===== config.mk =====
export PLATFORM = sky130hd
export DESIGN_NAME = cct_timer
export DESIGN_NICKNAME = d
export VERILOG_FILES = /design/src/verilog/cct_prescaler.v /design/src/verilog/cct_timer.v
export VERILOG_INCLUDE_DIRS = /design/src /design/src/verilog
export SDC_FILE = /design/constraint.sdc
export NUM_CORES = 1
export LEC_CHECK = 0
export ABC_AREA = 1
export BUFFER_PORTS_ARGS = -buffer_cell sky130_fd_sc_hd__buf_2
export CAP_MARGIN = 5
export CELL_PAD_IN_SITES_DETAIL_PLACEMENT = 1
export CELL_PAD_IN_SITES_GLOBAL_PLACEMENT = 1
export CORE_ASPECT_RATIO = 0.7
export CORE_MARGIN = 4
export CORE_UTILIZATION = 42
export DETAILED_ROUTE_END_ITERATION = 6
export PLACE_DENSITY = 0.91
export REMOVE_ABC_BUFFERS = 1
export SYNTH_ARGS = -nofsm -noshare
export SYNTH_HDL_FRONTEND = slang
export SYNTH_SLANG_ARGS = --single-unit

===== constraint.sdc =====
create_clock -name ref_clk -period 7.3 [get_ports ref_clk]
set_input_delay 0.365 -clock ref_clk [delete_from_list [all_inputs] [get_ports ref_clk]]
set_output_delay 0.365 -clock ref_clk [all_outputs]
set_load 0.01 [all_outputs]

===== src/verilog/cct_timer_defs.vh =====
// register indices, field positions, reset values and clock codes of the compare timer
`ifndef CCT_TIMER_DEFS_VH
`define CCT_TIMER_DEFS_VH

// register indices; byte address on the bus is four times the index
`define CCT_ADDR_W 18
`define CCT_IDX_W 16
`define CCT_IDX_CTRL 16'hffb6
`define CCT_IDX_STAT 16'hffb7
`define CCT_IDX_CNTH 16'hffb8
`define CCT_IDX_CNTL 16'hffb9
`define CCT_IDX_CMPH 16'hffba
`define CCT_IDX_CMPL 16'hffbb
`define CCT_IDX_IRQ 16'hffbc
`define CCT_IDX_CKSTP 16'hfffa

// control_reg fields
`define CCT_CTRL_HI_TOGGLE_LEVEL 7
`define CCT_CTRL_HSEL_MSB 6
`define CCT_CTRL_HSEL_LSB 4
`define CCT_CTRL_LO_TOGGLE_LEVEL 3
`define CCT_CTRL_LSEL_MSB 2
`define CCT_CTRL_LSEL_LSB 0

// ctl_status_reg fields, channel n (0 lower, 1 upper) sits at 4*n
`define CCT_STAT_OVF 3
`define CCT_STAT_CMF 2
`define CCT_STAT_OVIE 1
`define CCT_STAT_CCLR 0

// irq_enable_reg / irq_request_reg / edge select, gathered in one register
`define CCT_IRQ_EDGE 0
`define CCT_IRQ_ENL 1
`define CCT_IRQ_ENH 2
`define CCT_IRQ_REQL 4
`define CCT_IRQ_REQH 5

// module standby bit in clock_stop_reg, 0 parks the timer
`define CCT_CKSTP_RUN 1

// reset values
`define CCT_RST_CTRL 8'h00
`define CCT_RST_STAT 8'h00
`define CCT_RST_CNT 8'h00
`define CCT_RST_CMP 8'hff
`define CCT_RST_IRQ 8'h00
`define CCT_RST_CKSTP 8'hff

// clock select codes
`define CCT_SEL_CASCADE 3'h0
`define CCT_SEL_EVENT 3'h0
`define CCT_SEL_SYS32 3'h4
`define CCT_SEL_SYS16 3'h5
`define CCT_SEL_SYS4 3'h6
`define CCT_SEL_WATCH4 3'h7

// prescaler division counts
`define CCT_SYS_DIV_W 5
`define CCT_SYS_DIV32 5'h1f
`define CCT_SYS_DIV16 4'hf
`define CCT_SYS_DIV4 2'h3
`define CCT_WATCH_DIV4 2'h3

`endif


===== src/verilog/cct_prescaler.v =====
// prescaler taps: system clock /32 /16 /4 and watch clock /4 as one-cycle ticks
`timescale 1ns/1ps
`include "cct_timer_defs.vh"

module cct_prescaler (
  input wire ref_clk,
  input wire rst,
  input wire watchClk,
  output reg tick32,
  output reg tick16,
  output reg tick4,
  output reg tickW4
);

  reg [`CCT_SYS_DIV_W-1:0] sysCnt_q;
  reg watchPrev_q;
  reg [1:0] watchCnt_q;
  wire watchRise;

  assign watchRise = watchClk & ~watchPrev_q;

  // free-running divider; taps stay aligned so a source switch never double-counts
  always @(posedge ref_clk) begin
    if (rst) begin
      sysCnt_q <= {`CCT_SYS_DIV_W{1'b0}};
      tick32 <= 1'b0;
      tick16 <= 1'b0;
      tick4 <= 1'b0;
    end else begin
      sysCnt_q <= sysCnt_q + 5'h01;
      tick32 <= (sysCnt_q == `CCT_SYS_DIV32);
      tick16 <= (sysCnt_q[3:0] == `CCT_SYS_DIV16);
      tick4 <= (sysCnt_q[1:0] == `CCT_SYS_DIV4);
    end
  end

  // watch clock is slow and sampled here; error of one ref_clk period at most
  always @(posedge ref_clk) begin
    if (rst) begin
      watchPrev_q <= 1'b0;
      watchCnt_q <= 2'h0;
      tickW4 <= 1'b0;
    end else begin
      watchPrev_q <= watchClk;
      tickW4 <= 1'b0;
      if (watchRise) begin
        watchCnt_q <= watchCnt_q + 2'h1;
        tickW4 <= (watchCnt_q == `CCT_WATCH_DIV4);
      end
    end
  end

endmodule // cct_prescaler


===== src/verilog/cct_timer.v =====
// cascadable compare timer: two 8-bit or one 16-bit up-counter behind an APB slave
//
// The APB register port was decided locally.
`timescale 1ns/1ps
`include "cct_timer_defs.vh"

module cct_timer (
  input wire ref_clk,
  input wire rst,
  input wire psel,
  input wire penable,
  input wire pwrite,
  input wire [`CCT_ADDR_W-1:0] paddr,
  input wire [31:0] pwdata,
  output reg [31:0] prdata,
  output reg pready,
  output reg pslverr,
  input wire eventIn,
  input wire watchClk,
  input wire subClockMode,
  output reg hiToggleOut,
  output reg loToggleOut,
  output reg hiIrqCpu,
  output reg loIrqCpu
);

  // register state
  reg [7:0] ctrl_q;
  reg [7:0] status_q;
  reg [7:0] irqReg_q;
  reg [7:0] clkStop_q;
  reg [7:0] countHi_q;
  reg [7:0] countLo_q;
  reg [7:0] matchHi_q;
  reg [7:0] matchLo_q;
  reg [7:0] holdLatch_q;
  reg [1:0] armOvf_q;
  reg [1:0] armCmf_q;
  reg eventPrev_q;

  // prescaler taps
  wire tick32, tick16, tick4, tickW4;

  cct_prescaler uPrescaler (
    .ref_clk(ref_clk),
    .rst(rst),
    .watchClk(watchClk),
    .tick32(tick32),
    .tick16(tick16),
    .tick4(tick4),
    .tickW4(tickW4)
  );

  // mode and select decode
  wire [2:0] hiSel = ctrl_q[`CCT_CTRL_HSEL_MSB:`CCT_CTRL_HSEL_LSB];
  wire [2:0] loSel = ctrl_q[`CCT_CTRL_LSEL_MSB:`CCT_CTRL_LSEL_LSB];
  wire mode16 = ~hiSel[2];
  wire running = clkStop_q[`CCT_CKSTP_RUN];

  // internal source pick; prohibited codes give no tick
  function selTick;
    input [2:0] sel;
    input t32;
    input t16;
    input t4;
    input tw;
    input sub;
    begin
      case (sel)
        `CCT_SEL_SYS32: selTick = t32 & ~sub;
        `CCT_SEL_SYS16: selTick = t16 & ~sub;
        `CCT_SEL_SYS4: selTick = t4 & ~sub;
        `CCT_SEL_WATCH4: selTick = tw;
        default: selTick = 1'b0;
      endcase
    end
  endfunction

  // external edge, chosen edge polarity; lower counter only
  wire eventEdge = irqReg_q[`CCT_IRQ_EDGE] ? (eventPrev_q & ~eventIn) :
                   (~eventPrev_q & eventIn);

  wire loTick = running & ((loSel == `CCT_SEL_EVENT) ? (eventEdge & ~subClockMode) :
                selTick(loSel, tick32, tick16, tick4, tickW4, subClockMode));
  wire hiTick8 = running & ~mode16 &
                 selTick(hiSel, tick32, tick16, tick4, tickW4, subClockMode);

  // 16-bit path: lower byte counts, upper byte takes its carry
  wire [15:0] wideCount = {countHi_q, countLo_q};
  wire [15:0] wideMatchValue = {matchHi_q, matchLo_q};
  wire wideTick = mode16 & loTick;
  wire wideAtMatch = (wideCount == wideMatchValue);
  wire wideClr = status_q[4 + `CCT_STAT_CCLR] & wideAtMatch;
  wire loCarry = (countLo_q == 8'hff);
  wire [15:0] wideNext = wideClr ? 16'h0000 :
                         {countHi_q + {7'h00, loCarry}, countLo_q + 8'h01};
  wire wideOvf = wideTick & ~wideClr & (wideCount == 16'hffff);
  wire wideMatch = wideTick & (wideNext == wideMatchValue);

  // 8-bit paths
  wire loTick8 = ~mode16 & loTick;
  wire hiClr8 = status_q[4 + `CCT_STAT_CCLR] & (countHi_q == matchHi_q);
  wire loClr8 = status_q[`CCT_STAT_CCLR] & (countLo_q == matchLo_q);
  wire [7:0] hiNext8 = hiClr8 ? 8'h00 : countHi_q + 8'h01;
  wire [7:0] loNext8 = loClr8 ? 8'h00 : countLo_q + 8'h01;

  // events per channel, index 1 upper, 0 lower
  wire [1:0] ovfEv;
  wire [1:0] matchEv;
  assign ovfEv[1] = mode16 ? wideOvf : (hiTick8 & ~hiClr8 & (countHi_q == 8'hff));
  assign ovfEv[0] = loTick8 & ~loClr8 & (countLo_q == 8'hff);
  assign matchEv[1] = mode16 ? wideMatch : (hiTick8 & (hiNext8 == matchHi_q));
  assign matchEv[0] = loTick8 & (loNext8 == matchLo_q);

  // APB phases and decode
  wire [`CCT_IDX_W-1:0] addrIdx = paddr[`CCT_ADDR_W-1:2];
  wire aligned = (paddr[1:0] == 2'h0);
  wire selCtrl = aligned & (addrIdx == `CCT_IDX_CTRL);
  wire selStat = aligned & (addrIdx == `CCT_IDX_STAT);
  wire selCntH = aligned & (addrIdx == `CCT_IDX_CNTH);
  wire selCntL = aligned & (addrIdx == `CCT_IDX_CNTL);
  wire selCmpH = aligned & (addrIdx == `CCT_IDX_CMPH);
  wire selCmpL = aligned & (addrIdx == `CCT_IDX_CMPL);
  wire selIrq = aligned & (addrIdx == `CCT_IDX_IRQ);
  wire selCkstp = aligned & (addrIdx == `CCT_IDX_CKSTP);
  wire mapped = selCtrl | selStat | selCntH | selCntL | selCmpH | selCmpL | selIrq | selCkstp;
  wire setupPh = psel & ~penable;
  wire accessPh = psel & penable & pready;
  wire wrEn = accessPh & pwrite & mapped;
  wire rdSetup = setupPh & ~pwrite & mapped;
  wire [7:0] wrByte = pwdata[7:0];

  // read mux; control reads back zero since it is write-only
  reg [7:0] rdByte;
  always @* begin
    rdByte = 8'h00;
    if (selStat) begin
      rdByte = status_q;
    end else if (selCntH) begin
      rdByte = countHi_q;
    end else if (selCntL) begin
      rdByte = mode16 ? holdLatch_q : countLo_q;
    end else if (selCmpH) begin
      rdByte = matchHi_q;
    end else if (selCmpL) begin
      rdByte = mode16 ? holdLatch_q : matchLo_q;
    end else if (selIrq) begin
      rdByte = irqReg_q;
    end else if (selCkstp) begin
      rdByte = clkStop_q;
    end
  end

  // bus answer: data captured in setup so pready is already high in access
  always @(posedge ref_clk) begin
    if (rst) begin
      prdata <= 32'h00000000;
      pready <= 1'b0;
      pslverr <= 1'b0;
    end else begin
      pready <= setupPh;
      pslverr <= setupPh & ~mapped;
      if (setupPh) begin
        prdata <= {24'h000000, rdByte};
      end
    end
  end

  // control and clock stop registers; no hardware writer, control is write-only
  always @(posedge ref_clk) begin
    if (rst) begin
      ctrl_q <= `CCT_RST_CTRL;
      clkStop_q <= `CCT_RST_CKSTP;
    end else begin
      if (wrEn & selCtrl) begin
        ctrl_q <= wrByte;
      end
      if (wrEn & selCkstp) begin
        clkStop_q <= wrByte;
      end
    end
  end

  // holding latch: filled by upper read in setup or upper write in access
  always @(posedge ref_clk) begin
    if (rst) begin
      holdLatch_q <= 8'h00;
    end else if (mode16) begin
      if (wrEn & (selCntH | selCmpH)) begin
        holdLatch_q <= wrByte;
      end else if (rdSetup & selCntH) begin
        holdLatch_q <= countLo_q;
      end else if (rdSetup & selCmpH) begin
        holdLatch_q <= matchLo_q;
      end
    end
  end

  // counters: a CPU write beats a tick in the same cycle
  always @(posedge ref_clk) begin
    if (rst) begin
      countHi_q <= `CCT_RST_CNT;
      countLo_q <= `CCT_RST_CNT;
    end else if (mode16) begin
      if (wrEn & selCntL) begin
        countHi_q <= holdLatch_q;
        countLo_q <= wrByte;
      end else if (wideTick) begin
        countHi_q <= wideNext[15:8];
        countLo_q <= wideNext[7:0];
      end
    end else begin
      if (wrEn & selCntH) begin
        countHi_q <= wrByte;
      end else if (hiTick8) begin
        countHi_q <= hiNext8;
      end
      if (wrEn & selCntL) begin
        countLo_q <= wrByte;
      end else if (loTick8) begin
        countLo_q <= loNext8;
      end
    end
  end

  // compare bytes; 16-bit writes commit both halves on the lower write
  always @(posedge ref_clk) begin
    if (rst) begin
      matchHi_q <= `CCT_RST_CMP;
      matchLo_q <= `CCT_RST_CMP;
    end else if (mode16) begin
      if (wrEn & selCmpL) begin
        matchHi_q <= holdLatch_q;
        matchLo_q <= wrByte;
      end
    end else begin
      if (wrEn & selCmpH) begin
        matchHi_q <= wrByte;
      end
      if (wrEn & selCmpL) begin
        matchLo_q <= wrByte;
      end
    end
  end

  // per-channel status bits; hardware set wins over a software clear
  genvar ch;
  generate
    for (ch = 0; ch < 2; ch = ch + 1) begin : gChan
      wire wrStat;
      wire clrOvf;
      wire clrCmf;
      assign wrStat = wrEn & selStat;
      assign clrOvf = wrStat & ~wrByte[4*ch + `CCT_STAT_OVF] & armOvf_q[ch];
      assign clrCmf = wrStat & ~wrByte[4*ch + `CCT_STAT_CMF] & armCmf_q[ch];
      always @(posedge ref_clk) begin
        if (rst) begin
          status_q[4*ch+3:4*ch] <= 4'h0;
          armOvf_q[ch] <= 1'b0;
          armCmf_q[ch] <= 1'b0;
        end else begin
          status_q[4*ch + `CCT_STAT_OVF] <= ovfEv[ch] |
            (status_q[4*ch + `CCT_STAT_OVF] & ~clrOvf);
          status_q[4*ch + `CCT_STAT_CMF] <= matchEv[ch] |
            (status_q[4*ch + `CCT_STAT_CMF] & ~clrCmf);
          // a read arms only flags seen as 1; arming drops once the flag drops
          armOvf_q[ch] <= status_q[4*ch + `CCT_STAT_OVF] & ~clrOvf &
            (armOvf_q[ch] | (rdSetup & selStat));
          armCmf_q[ch] <= status_q[4*ch + `CCT_STAT_CMF] & ~clrCmf &
            (armCmf_q[ch] | (rdSetup & selStat));
          if (wrStat) begin
            status_q[4*ch + `CCT_STAT_OVIE] <= wrByte[4*ch + `CCT_STAT_OVIE];
            status_q[4*ch + `CCT_STAT_CCLR] <= wrByte[4*ch + `CCT_STAT_CCLR];
          end
        end
      end
    end
  endgenerate

  // request bits: match always, overflow only when enabled
  wire hiReqSet = matchEv[1] | (ovfEv[1] & status_q[4 + `CCT_STAT_OVIE]);
  wire loReqSet = matchEv[0] | (ovfEv[0] & status_q[`CCT_STAT_OVIE]);

  // edge select, cpu enables and requests; a request set beats a clear
  always @(posedge ref_clk) begin
    if (rst) begin
      irqReg_q <= `CCT_RST_IRQ;
    end else begin
      if (wrEn & selIrq) begin
        irqReg_q[`CCT_IRQ_EDGE] <= wrByte[`CCT_IRQ_EDGE];
        irqReg_q[`CCT_IRQ_ENL] <= wrByte[`CCT_IRQ_ENL];
        irqReg_q[`CCT_IRQ_ENH] <= wrByte[`CCT_IRQ_ENH];
      end
      irqReg_q[`CCT_IRQ_REQH] <= hiReqSet | (irqReg_q[`CCT_IRQ_REQH] &
        ~(wrEn & selIrq & ~wrByte[`CCT_IRQ_REQH]));
      irqReg_q[`CCT_IRQ_REQL] <= loReqSet | (irqReg_q[`CCT_IRQ_REQL] &
        ~(wrEn & selIrq & ~wrByte[`CCT_IRQ_REQL]));
    end
  end

  // cpu interrupt lines only when the cpu enable is also set
  always @(posedge ref_clk) begin
    if (rst) begin
      hiIrqCpu <= 1'b0;
      loIrqCpu <= 1'b0;
    end else begin
      hiIrqCpu <= irqReg_q[`CCT_IRQ_REQH] & irqReg_q[`CCT_IRQ_ENH];
      loIrqCpu <= irqReg_q[`CCT_IRQ_REQL] & irqReg_q[`CCT_IRQ_ENL];
    end
  end

  // toggle outputs; a level write overrides a match in the same cycle
  always @(posedge ref_clk) begin
    if (rst) begin
      hiToggleOut <= 1'b0;
      loToggleOut <= 1'b0;
      eventPrev_q <= 1'b0;
    end else begin
      eventPrev_q <= eventIn;
      if (wrEn & selCtrl) begin
        hiToggleOut <= wrByte[`CCT_CTRL_HI_TOGGLE_LEVEL];
        loToggleOut <= wrByte[`CCT_CTRL_LO_TOGGLE_LEVEL];
      end else begin
        if (matchEv[1]) begin
          hiToggleOut <= ~hiToggleOut;
        end
        if (matchEv[0]) begin
          loToggleOut <= ~loToggleOut;
        end
      end
    end
  end

endmodule // cct_timer


==> results.cfg, run 1 <==
[outcome]
status = finished clean

[layout]
seq_area_um2 = 1960
num_antenna_cells = 0
nFillCells = 2157
final_nets = 1174
multi_input_area_um2 = 4010
final-instance-count-excl-fill = 1334
drive_gt1_share_pct = 10.9
fin_area_um2 = 7380
area_growth_pct = 7.92

[worst_setup_path]
cpPeakStageDelay_ns = 0.50
arrival_ns = 4.15
critPathMaxFanout = 6
critPathKind = flop to flop
worst_setup_path_start_kind = flop
cpMostUsedCell = nand2_1
path_cells = ha_1, nand2_1, inv_1, nand4_1, nor3_1, ha_1, ha_1, nand2_1, inv_1, nand2_1, nor2_1, xor2_1, nand3_1, a21oi_1, nand2_1, nor2_1, nand2_1, nand3_1, nand3_1, nand2_1, inv_1
slowest_stage = dfxtp_1
setup.worst_path.end_class = flop
r2r_setup_slack_ns = 3.41
cp_top_family = simple AND/OR/NAND/NOR gates
crit_buf_inv = 3
cp.required_ns = 7.56

[clocking]
hold_buffers = 0
post-cts-setup-buffer-count = 0
clk_path_buf_depth = 2
cts-buffers-inserted = 9
cts_sinks = 98
insertion_delay_ns = 0.37
tritoncts = yes
root_buffer = clkbuf_16
cts_htree_levels = 3
clk_pin_slew_ns = 0.08
cts_resized = 0

[timing]
max_freq_ghz = 0.257
hold_viol_final = 0
finalSetupViolations = 0
fin_setup_tns_ns = 0
slew_violations = 0
layout_min_cycle_time_ns = 3.89
min_period_over_period_pct = 53.3
slew_headroom_pct = 23.3
clock_skew_ns = 0.0107
holdWs_ns = 0.221
rsz0062_at_grt = no
tightest_slew_ns = 1.15

[flow_run]
cap_violations = 0

[floorplan]
pin_count = 96
chipHeight_um = 115
rows = 38
initial_core_util_pct = 43.4
core_um2 = 15700
dieWidth_um = 161
die_area_um2 = 18400

[drt]
via_per_inst = 5.57
wl_per_cell_um = 19.2
wl_um = 25600
drcViolationCount = 0
antenna_left = 0
firstDrtPassIters = 6
drt_iter0_drc = 605
via_count = 7435

[placement]
dp_hpwl_um = 19400
placed_cell_area_um2 = 7050
dp_cells = 1318
port-buffer-count = 47
place_congestion = 0.975

[synthesis]
yosysWarnings = 0
ys_seq_area_share_pct = 28.7
synth-xor-area-share_pct = 3.84
syn-cell-area_um2 = 6840
muxShareOfSynthArea_pct = 0
synth_cell_type_count = 41
ys_seq_elements = 98
syn_area_per_cell_um2 = 6.26
synthAdderAreaFrac_pct = 1.28
synth_compound_area_share_pct = 20.1
postSynthCellCount = 1092
synth_top_family_by_area = simple AND/OR/NAND/NOR gates
synth_simple_gate_area_share_pct = 32.1

[global_routing]
grt.total_usage_pct = 27.6
grt_pass1_vias = 7232
gr-total-overflow = 0
antenna_found_initial = 0
grt_pass1_wl_um = 39800
grt_max_degree = 62

[pwr]
power_frac_comb_pct = 8.5
p_seq_share_pct = 45.7
ir_drop_uv = 96.6
p_leak_uw = 0.00358
p_clk_share_pct = 45.8
switching_power_uw = 330
totalPowerFinal_uw = 1210
p_sw_share_pct = 27.3
power_density_nw_per_um2 = 164
power.internal_uw = 877

[min_path]
hold_path_class = input pin to flop
## worst register-to-register path: stages, from the launching register on
cell     delay, ns
dfxtp_1       0.50
ha_1          0.24
nand2_1       0.08
inv_1         0.10
nand4_1       0.19
nor3_1        0.45
ha_1          0.33
ha_1          0.19
nand2_1       0.06
inv_1         0.10
nand2_1       0.08
nor2_1        0.20
xor2_1        0.23
nand3_1       0.10
a21oi_1       0.18
nand2_1       0.08
nor2_1        0.18
nand2_1       0.16
nand3_1       0.10
nand3_1       0.09
nand2_1       0.07
inv_1         0.04
## cell type report
| type | instances | share of cell area, % |
|---|---|---|
| clock inverter | 7 | 1.41 |
| tap | 220 | 3.73 |
| inverter | 147 | 7.56 |
| multi-input combinational | 804 | 54.3 |
| timing repair buffer | 49 | 3.39 |
| sequential | 98 | 26.6 |
| clock buffer | 9 | 3.05 |
## synthesized netlist by cell type, drive strengths merged
cell type  number  share of area (%)
clkbuf         22                1.2
inv           145                8.0
a31oi           7               0.64
conb            1              0.055
buf            44                4.6
clkinv          2               0.13
xnor2           4               0.51
o211ai         37                4.6
o22ai           1              0.092
o221ai          4               0.51
xor2           26                3.3
nand3b          1               0.11
nand2         269                 16
nor3           22                1.8
ha              7                1.3
o21bai          2               0.27
dfxtp          98                 29
o21ai          83                6.1
nor3b           1               0.11
nor2          129                7.7
and3            1              0.092
a211oi         10                1.1
a21oi          93                6.8
nand4          17                1.6
nand3          66                5.1
## cell usage in the layout, fill, tap and decap left out, types with 6 or more instances in the layout
cell type / n
a211oi_1: 10
a21oi_1: 93
a31oi_1: 7
buf_2: 47
clkbuf_16: 9
conb_1: 24
dfxtp_1: 98
ha_1: 7
inv_1: 123
inv_2: 21
inv_6: 6
nand2_1: 257
nand2_2: 7
nand3_1: 63
nand4_1: 17
nor2_1: 121
nor3_1: 20
o211ai_1: 30
o211ai_2: 7
o21ai_0: 67
o21ai_1: 16
xor2_1: 26
## stage by stage
stage / worst slack, ns / util, %
5_1_grt: 3.09 / 46.9
3_3_place_gp: 3.70 / 44.8
4_1_cts: 3.51 / 46.9
3_5_place_dp: 3.57 / 44.8
6_report: 3.41 / 46.9
2_1_floorplan: 4.54 / -
## cells by family (layout without fill, tap and decap cells)
logic type	Yosys count	after routing
xor gates and xnor gates	30	30
buffers and inverters	213	212
and+or+nand+nor	506	506
other	1	24
AOI/OAI and AO/OA	237	237
DFF	98	98
adders and majority gates	7	7
## final timing paths
path | start | end | depth (start not counted)
setup / recovery | countLo_q[1] | hiToggleOut | 21
hold / removal | watchClk | uPrescaler.watchPrev_q | 3
setup reg to reg | countLo_q[1] | hiToggleOut | 21
hold reg to reg | uPrescaler.sysCnt_q[0] | uPrescaler.sysCnt_q[0] | 1
## power by group through the flow
stage          Sequential [uW]  Clock, uW  Combinational, uW
2_1_floorplan              561          0               60.0
3_3_place_gp               563          0               97.0
3_5_place_dp               563          0                100
4_1_cts                    551        556                101
5_1_grt                    553        577                114
6_report                   551        553                103
## flip-flops by register name, indices dropped and copies added (netlist names), 2 cells and up
| name | cells |
|---|---|
| countHi_q | 8 |
| ctrl_q | 6 |
| countLo_q | 8 |
| holdLatch_q | 8 |
| status_q | 8 |
| matchLo_q | 8 |
| armOvf_q | 2 |
| clkStop_q | 8 |
| irqReg_q | 5 |
| prdata | 8 |
| matchHi_q | 8 |
| uPrescaler.sysCnt_q | 5 |
| armCmf_q | 2 |
| uPrescaler.watchCnt_q | 2 |
## per-layer routing
layer,share of wire (%),track usage (%),vias up
met5,0,0,-
met4,2.9,9.00,0
met3,8.5,6.45,56
met2,42,41.4,284
met1,47,39.2,3556
li1,-,-,3539
No activity file was read; power rests on OpenSTA's default activity.
==> inputs of run 2 (changes only) <==
Settings changed: CORE_UTILIZATION 42 to 37, PLACE_DENSITY 0.91 to 0.86.
Clock period 7.3 ns to 3.45 ns, I/O delays scaled along.
==> run 2 against run 1 <==
  * Non-clock buffer count up 16
  * Global-route usage down 1.6 points
  * Sequential power up 110%
==> results.cfg, run 2 (synthesis results as in run 1) <==
[outcome]
status = finished clean

[floorplan]
chipHeight_um = 122
initial_core_util_pct = 37.9
pin_count = 96
core_um2 = 18100
die_area_um2 = 20800
dieWidth_um = 170
rows = 41

[flow_run]
cap_violations = 0

[worst_setup_path]
rr_endpoint = hiToggleOut
path_cells = ha_1, nand2_1, inv_1, nand4_1, nor3_2, ha_2, ha_1, nand2_1, inv_1, nand2_1, nor2_1, xor2_1, nand3_1, a21oi_1, nand2_1, nor2_1, nand2_2, nand3_1, nand3_1, nand2_1, inv_1
arrival_ns = 3.35
worst_setup_path_start_kind = flop
slowest_stage = dfxtp_1
r2r_setup_slack_ns = 0.37
setup.worst_path.end_class = flop
r2r_start = countLo_q[0]
cpPeakStageDelay_ns = 0.35
critPathMaxFanout = 3
setup.worst_path.end = hiToggleOut
cp.required_ns = 3.72
cpMostUsedCell = nand2_1
crit_start = countLo_q[0]
ff2ff_path_depth = 21
critPathKind = flop to flop

[timing]
tightest_slew_ns = 1.22
layout_min_cycle_time_ns = 3.08
hold_viol_final = 0
fin_setup_tns_ns = 0
clock_skew_ns = 0.0130
rsz0062_at_grt = no
slew_headroom_pct = 18.4
slew_violations = 0
finalSetupViolations = 0
max_freq_ghz = 0.325
min_period_over_period_pct = 89.3

[min_path]
whs_path_depth = 3
hold_path_class = input pin to flop

[clocking]
cts-buffers-inserted = 9
tritoncts = yes
clk_pin_slew_ns = 0.08
hold_buffers = 0
insertion_delay_ns = 0.37
cts_sinks = 98
root_buffer = clkbuf_16
clk_path_buf_depth = 2
cts_htree_levels = 3

[pwr]
p_seq_share_pct = 46.6
p_sw_share_pct = 28.3
power.internal_uw = 1790
ir_drop_uv = 212
p_clk_share_pct = 44.0
power_frac_comb_pct = 9.4
switching_power_uw = 707
totalPowerFinal_uw = 2490
power_density_nw_per_um2 = 332
p_leak_uw = 0.00364

[layout]
area_growth_pct = 9.81
final_core_util_pct = 41.6
multi_input_area_um2 = 4020
final_nets = 1190
num_antenna_cells = 0
layout_common_cells = nand2_1 (256), inv_1 (123), nor2_1 (121), dfxtp_1 (98), a21oi_1 (93)
drive_gt1_share_pct = 12.4
seq_area_um2 = 1960
nFillCells = 2448
layout_commonest_cell = nand2_1

[drt]
via_per_inst = 5.48
via_count = 7485
drt_iter0_drc = 885
antenna_left = 0
wl_um = 26800
wl_per_cell_um = 19.6
drcViolationCount = 0
firstDrtPassIters = 5

[global_routing]
grt_pass1_wl_um = 41700
grt_pass1_vias = 7386
gr-total-overflow = 0
grt.total_usage_pct = 25.9
antenna_found_initial = 0
grt_max_degree = 62

[placement]
dp_hpwl_um = 20500
port-buffer-count = 47
place_congestion = 0.963
## run 2: changes by cell type in the layout (fill, tap and decap cells not counted), sizes merged
cell	previous run	this run
inv	150	149
bufinv	2	1
clkinvlp	0	2
buf	49	65
## run 2: routing by layer
metal	vias to the layer above	routed length (um)	global-route usage (%)
met3	31	2500	7.04
li1	3580	-	-
met5	-	0	0
met2	271	11300	38.8
met4	0	426	4.84
met1	3603	12600	37.7
## run 2: worst min path at each step
stage                     startpoint                     end  slack [ns]
after global placement      watchClk  uPrescaler.watchPrev_q        0.39
after global routing         eventIn             eventPrev_q        0.05
after CTS                   watchClk  uPrescaler.watchPrev_q        0.02
final                       watchClk  uPrescaler.watchPrev_q        0.02
after floorplan                  rst  uPrescaler.sysCnt_q[0]        0.24
after detailed placement    watchClk  uPrescaler.watchPrev_q        0.39
## run 2: power by group through the flow
| stage | Combinational (uW) | Sequential [uW] | Clock [uW] |
|---|---|---|---|
| global placement | 221 | 1190 | 0 |
| floorplan | 127 | 1190 | 0 |
| global route | 262 | 1160 | 1160 |
| detailed placement | 228 | 1190 | 0 |
| CTS | 230 | 1160 | 1100 |
| finish | 235 | 1160 | 1100 |
## run 2: area by class of cell
| class | count | area share [%] |
|---|---|---|
| clock inverter | 7 | 1.10 |
| clock buffer | 9 | 3.00 |
| multi-input combinational | 804 | 53.5 |
| tap | 236 | 3.93 |
| sequential | 98 | 26.1 |
| timing repair buffer | 65 | 4.93 |
| inverter | 147 | 7.43 |
## run 2: metrics by stage
| stage | setup WS, ns | cells | hold slack, ns | cell area [um2] |
|---|---|---|---|---|
| final | 0.371 | 1366 | 0.0222 | 7510 |
| after global routing | 0.0252 | 1366 | 0.0460 | 7510 |
| after global placement | 0.391 | 1349 | 0.392 | 7180 |
| after detailed placement | 0.290 | 1349 | 0.394 | 7180 |
| after CTS | 0.282 | 1365 | 0.0229 | 7490 |
| after floorplan | 0.695 | 1049 | 0.239 | 6530 |
## run 2: worst max-delay path, delay by kind of cell, from the launching register on
family | cells | cell delay (ns)
buffers and inverters | 3 | 0.20
XOR/XNOR | 1 | 0.19
AO/OA/AOI/OAI | 1 | 0.17
flip-flops | 1 | 0.35
adder cells (fa/ha/maj) | 3 | 0.60
AND/OR/NAND/NOR | 13 | 1.47
## run 2: what timing repair did
item / CTS / global route
endpoints found under the setup margin: 0 / 3
resized for setup: 0 / 3
hold endpoints to repair: 0 / 0
buffers inserted: 0 / 1
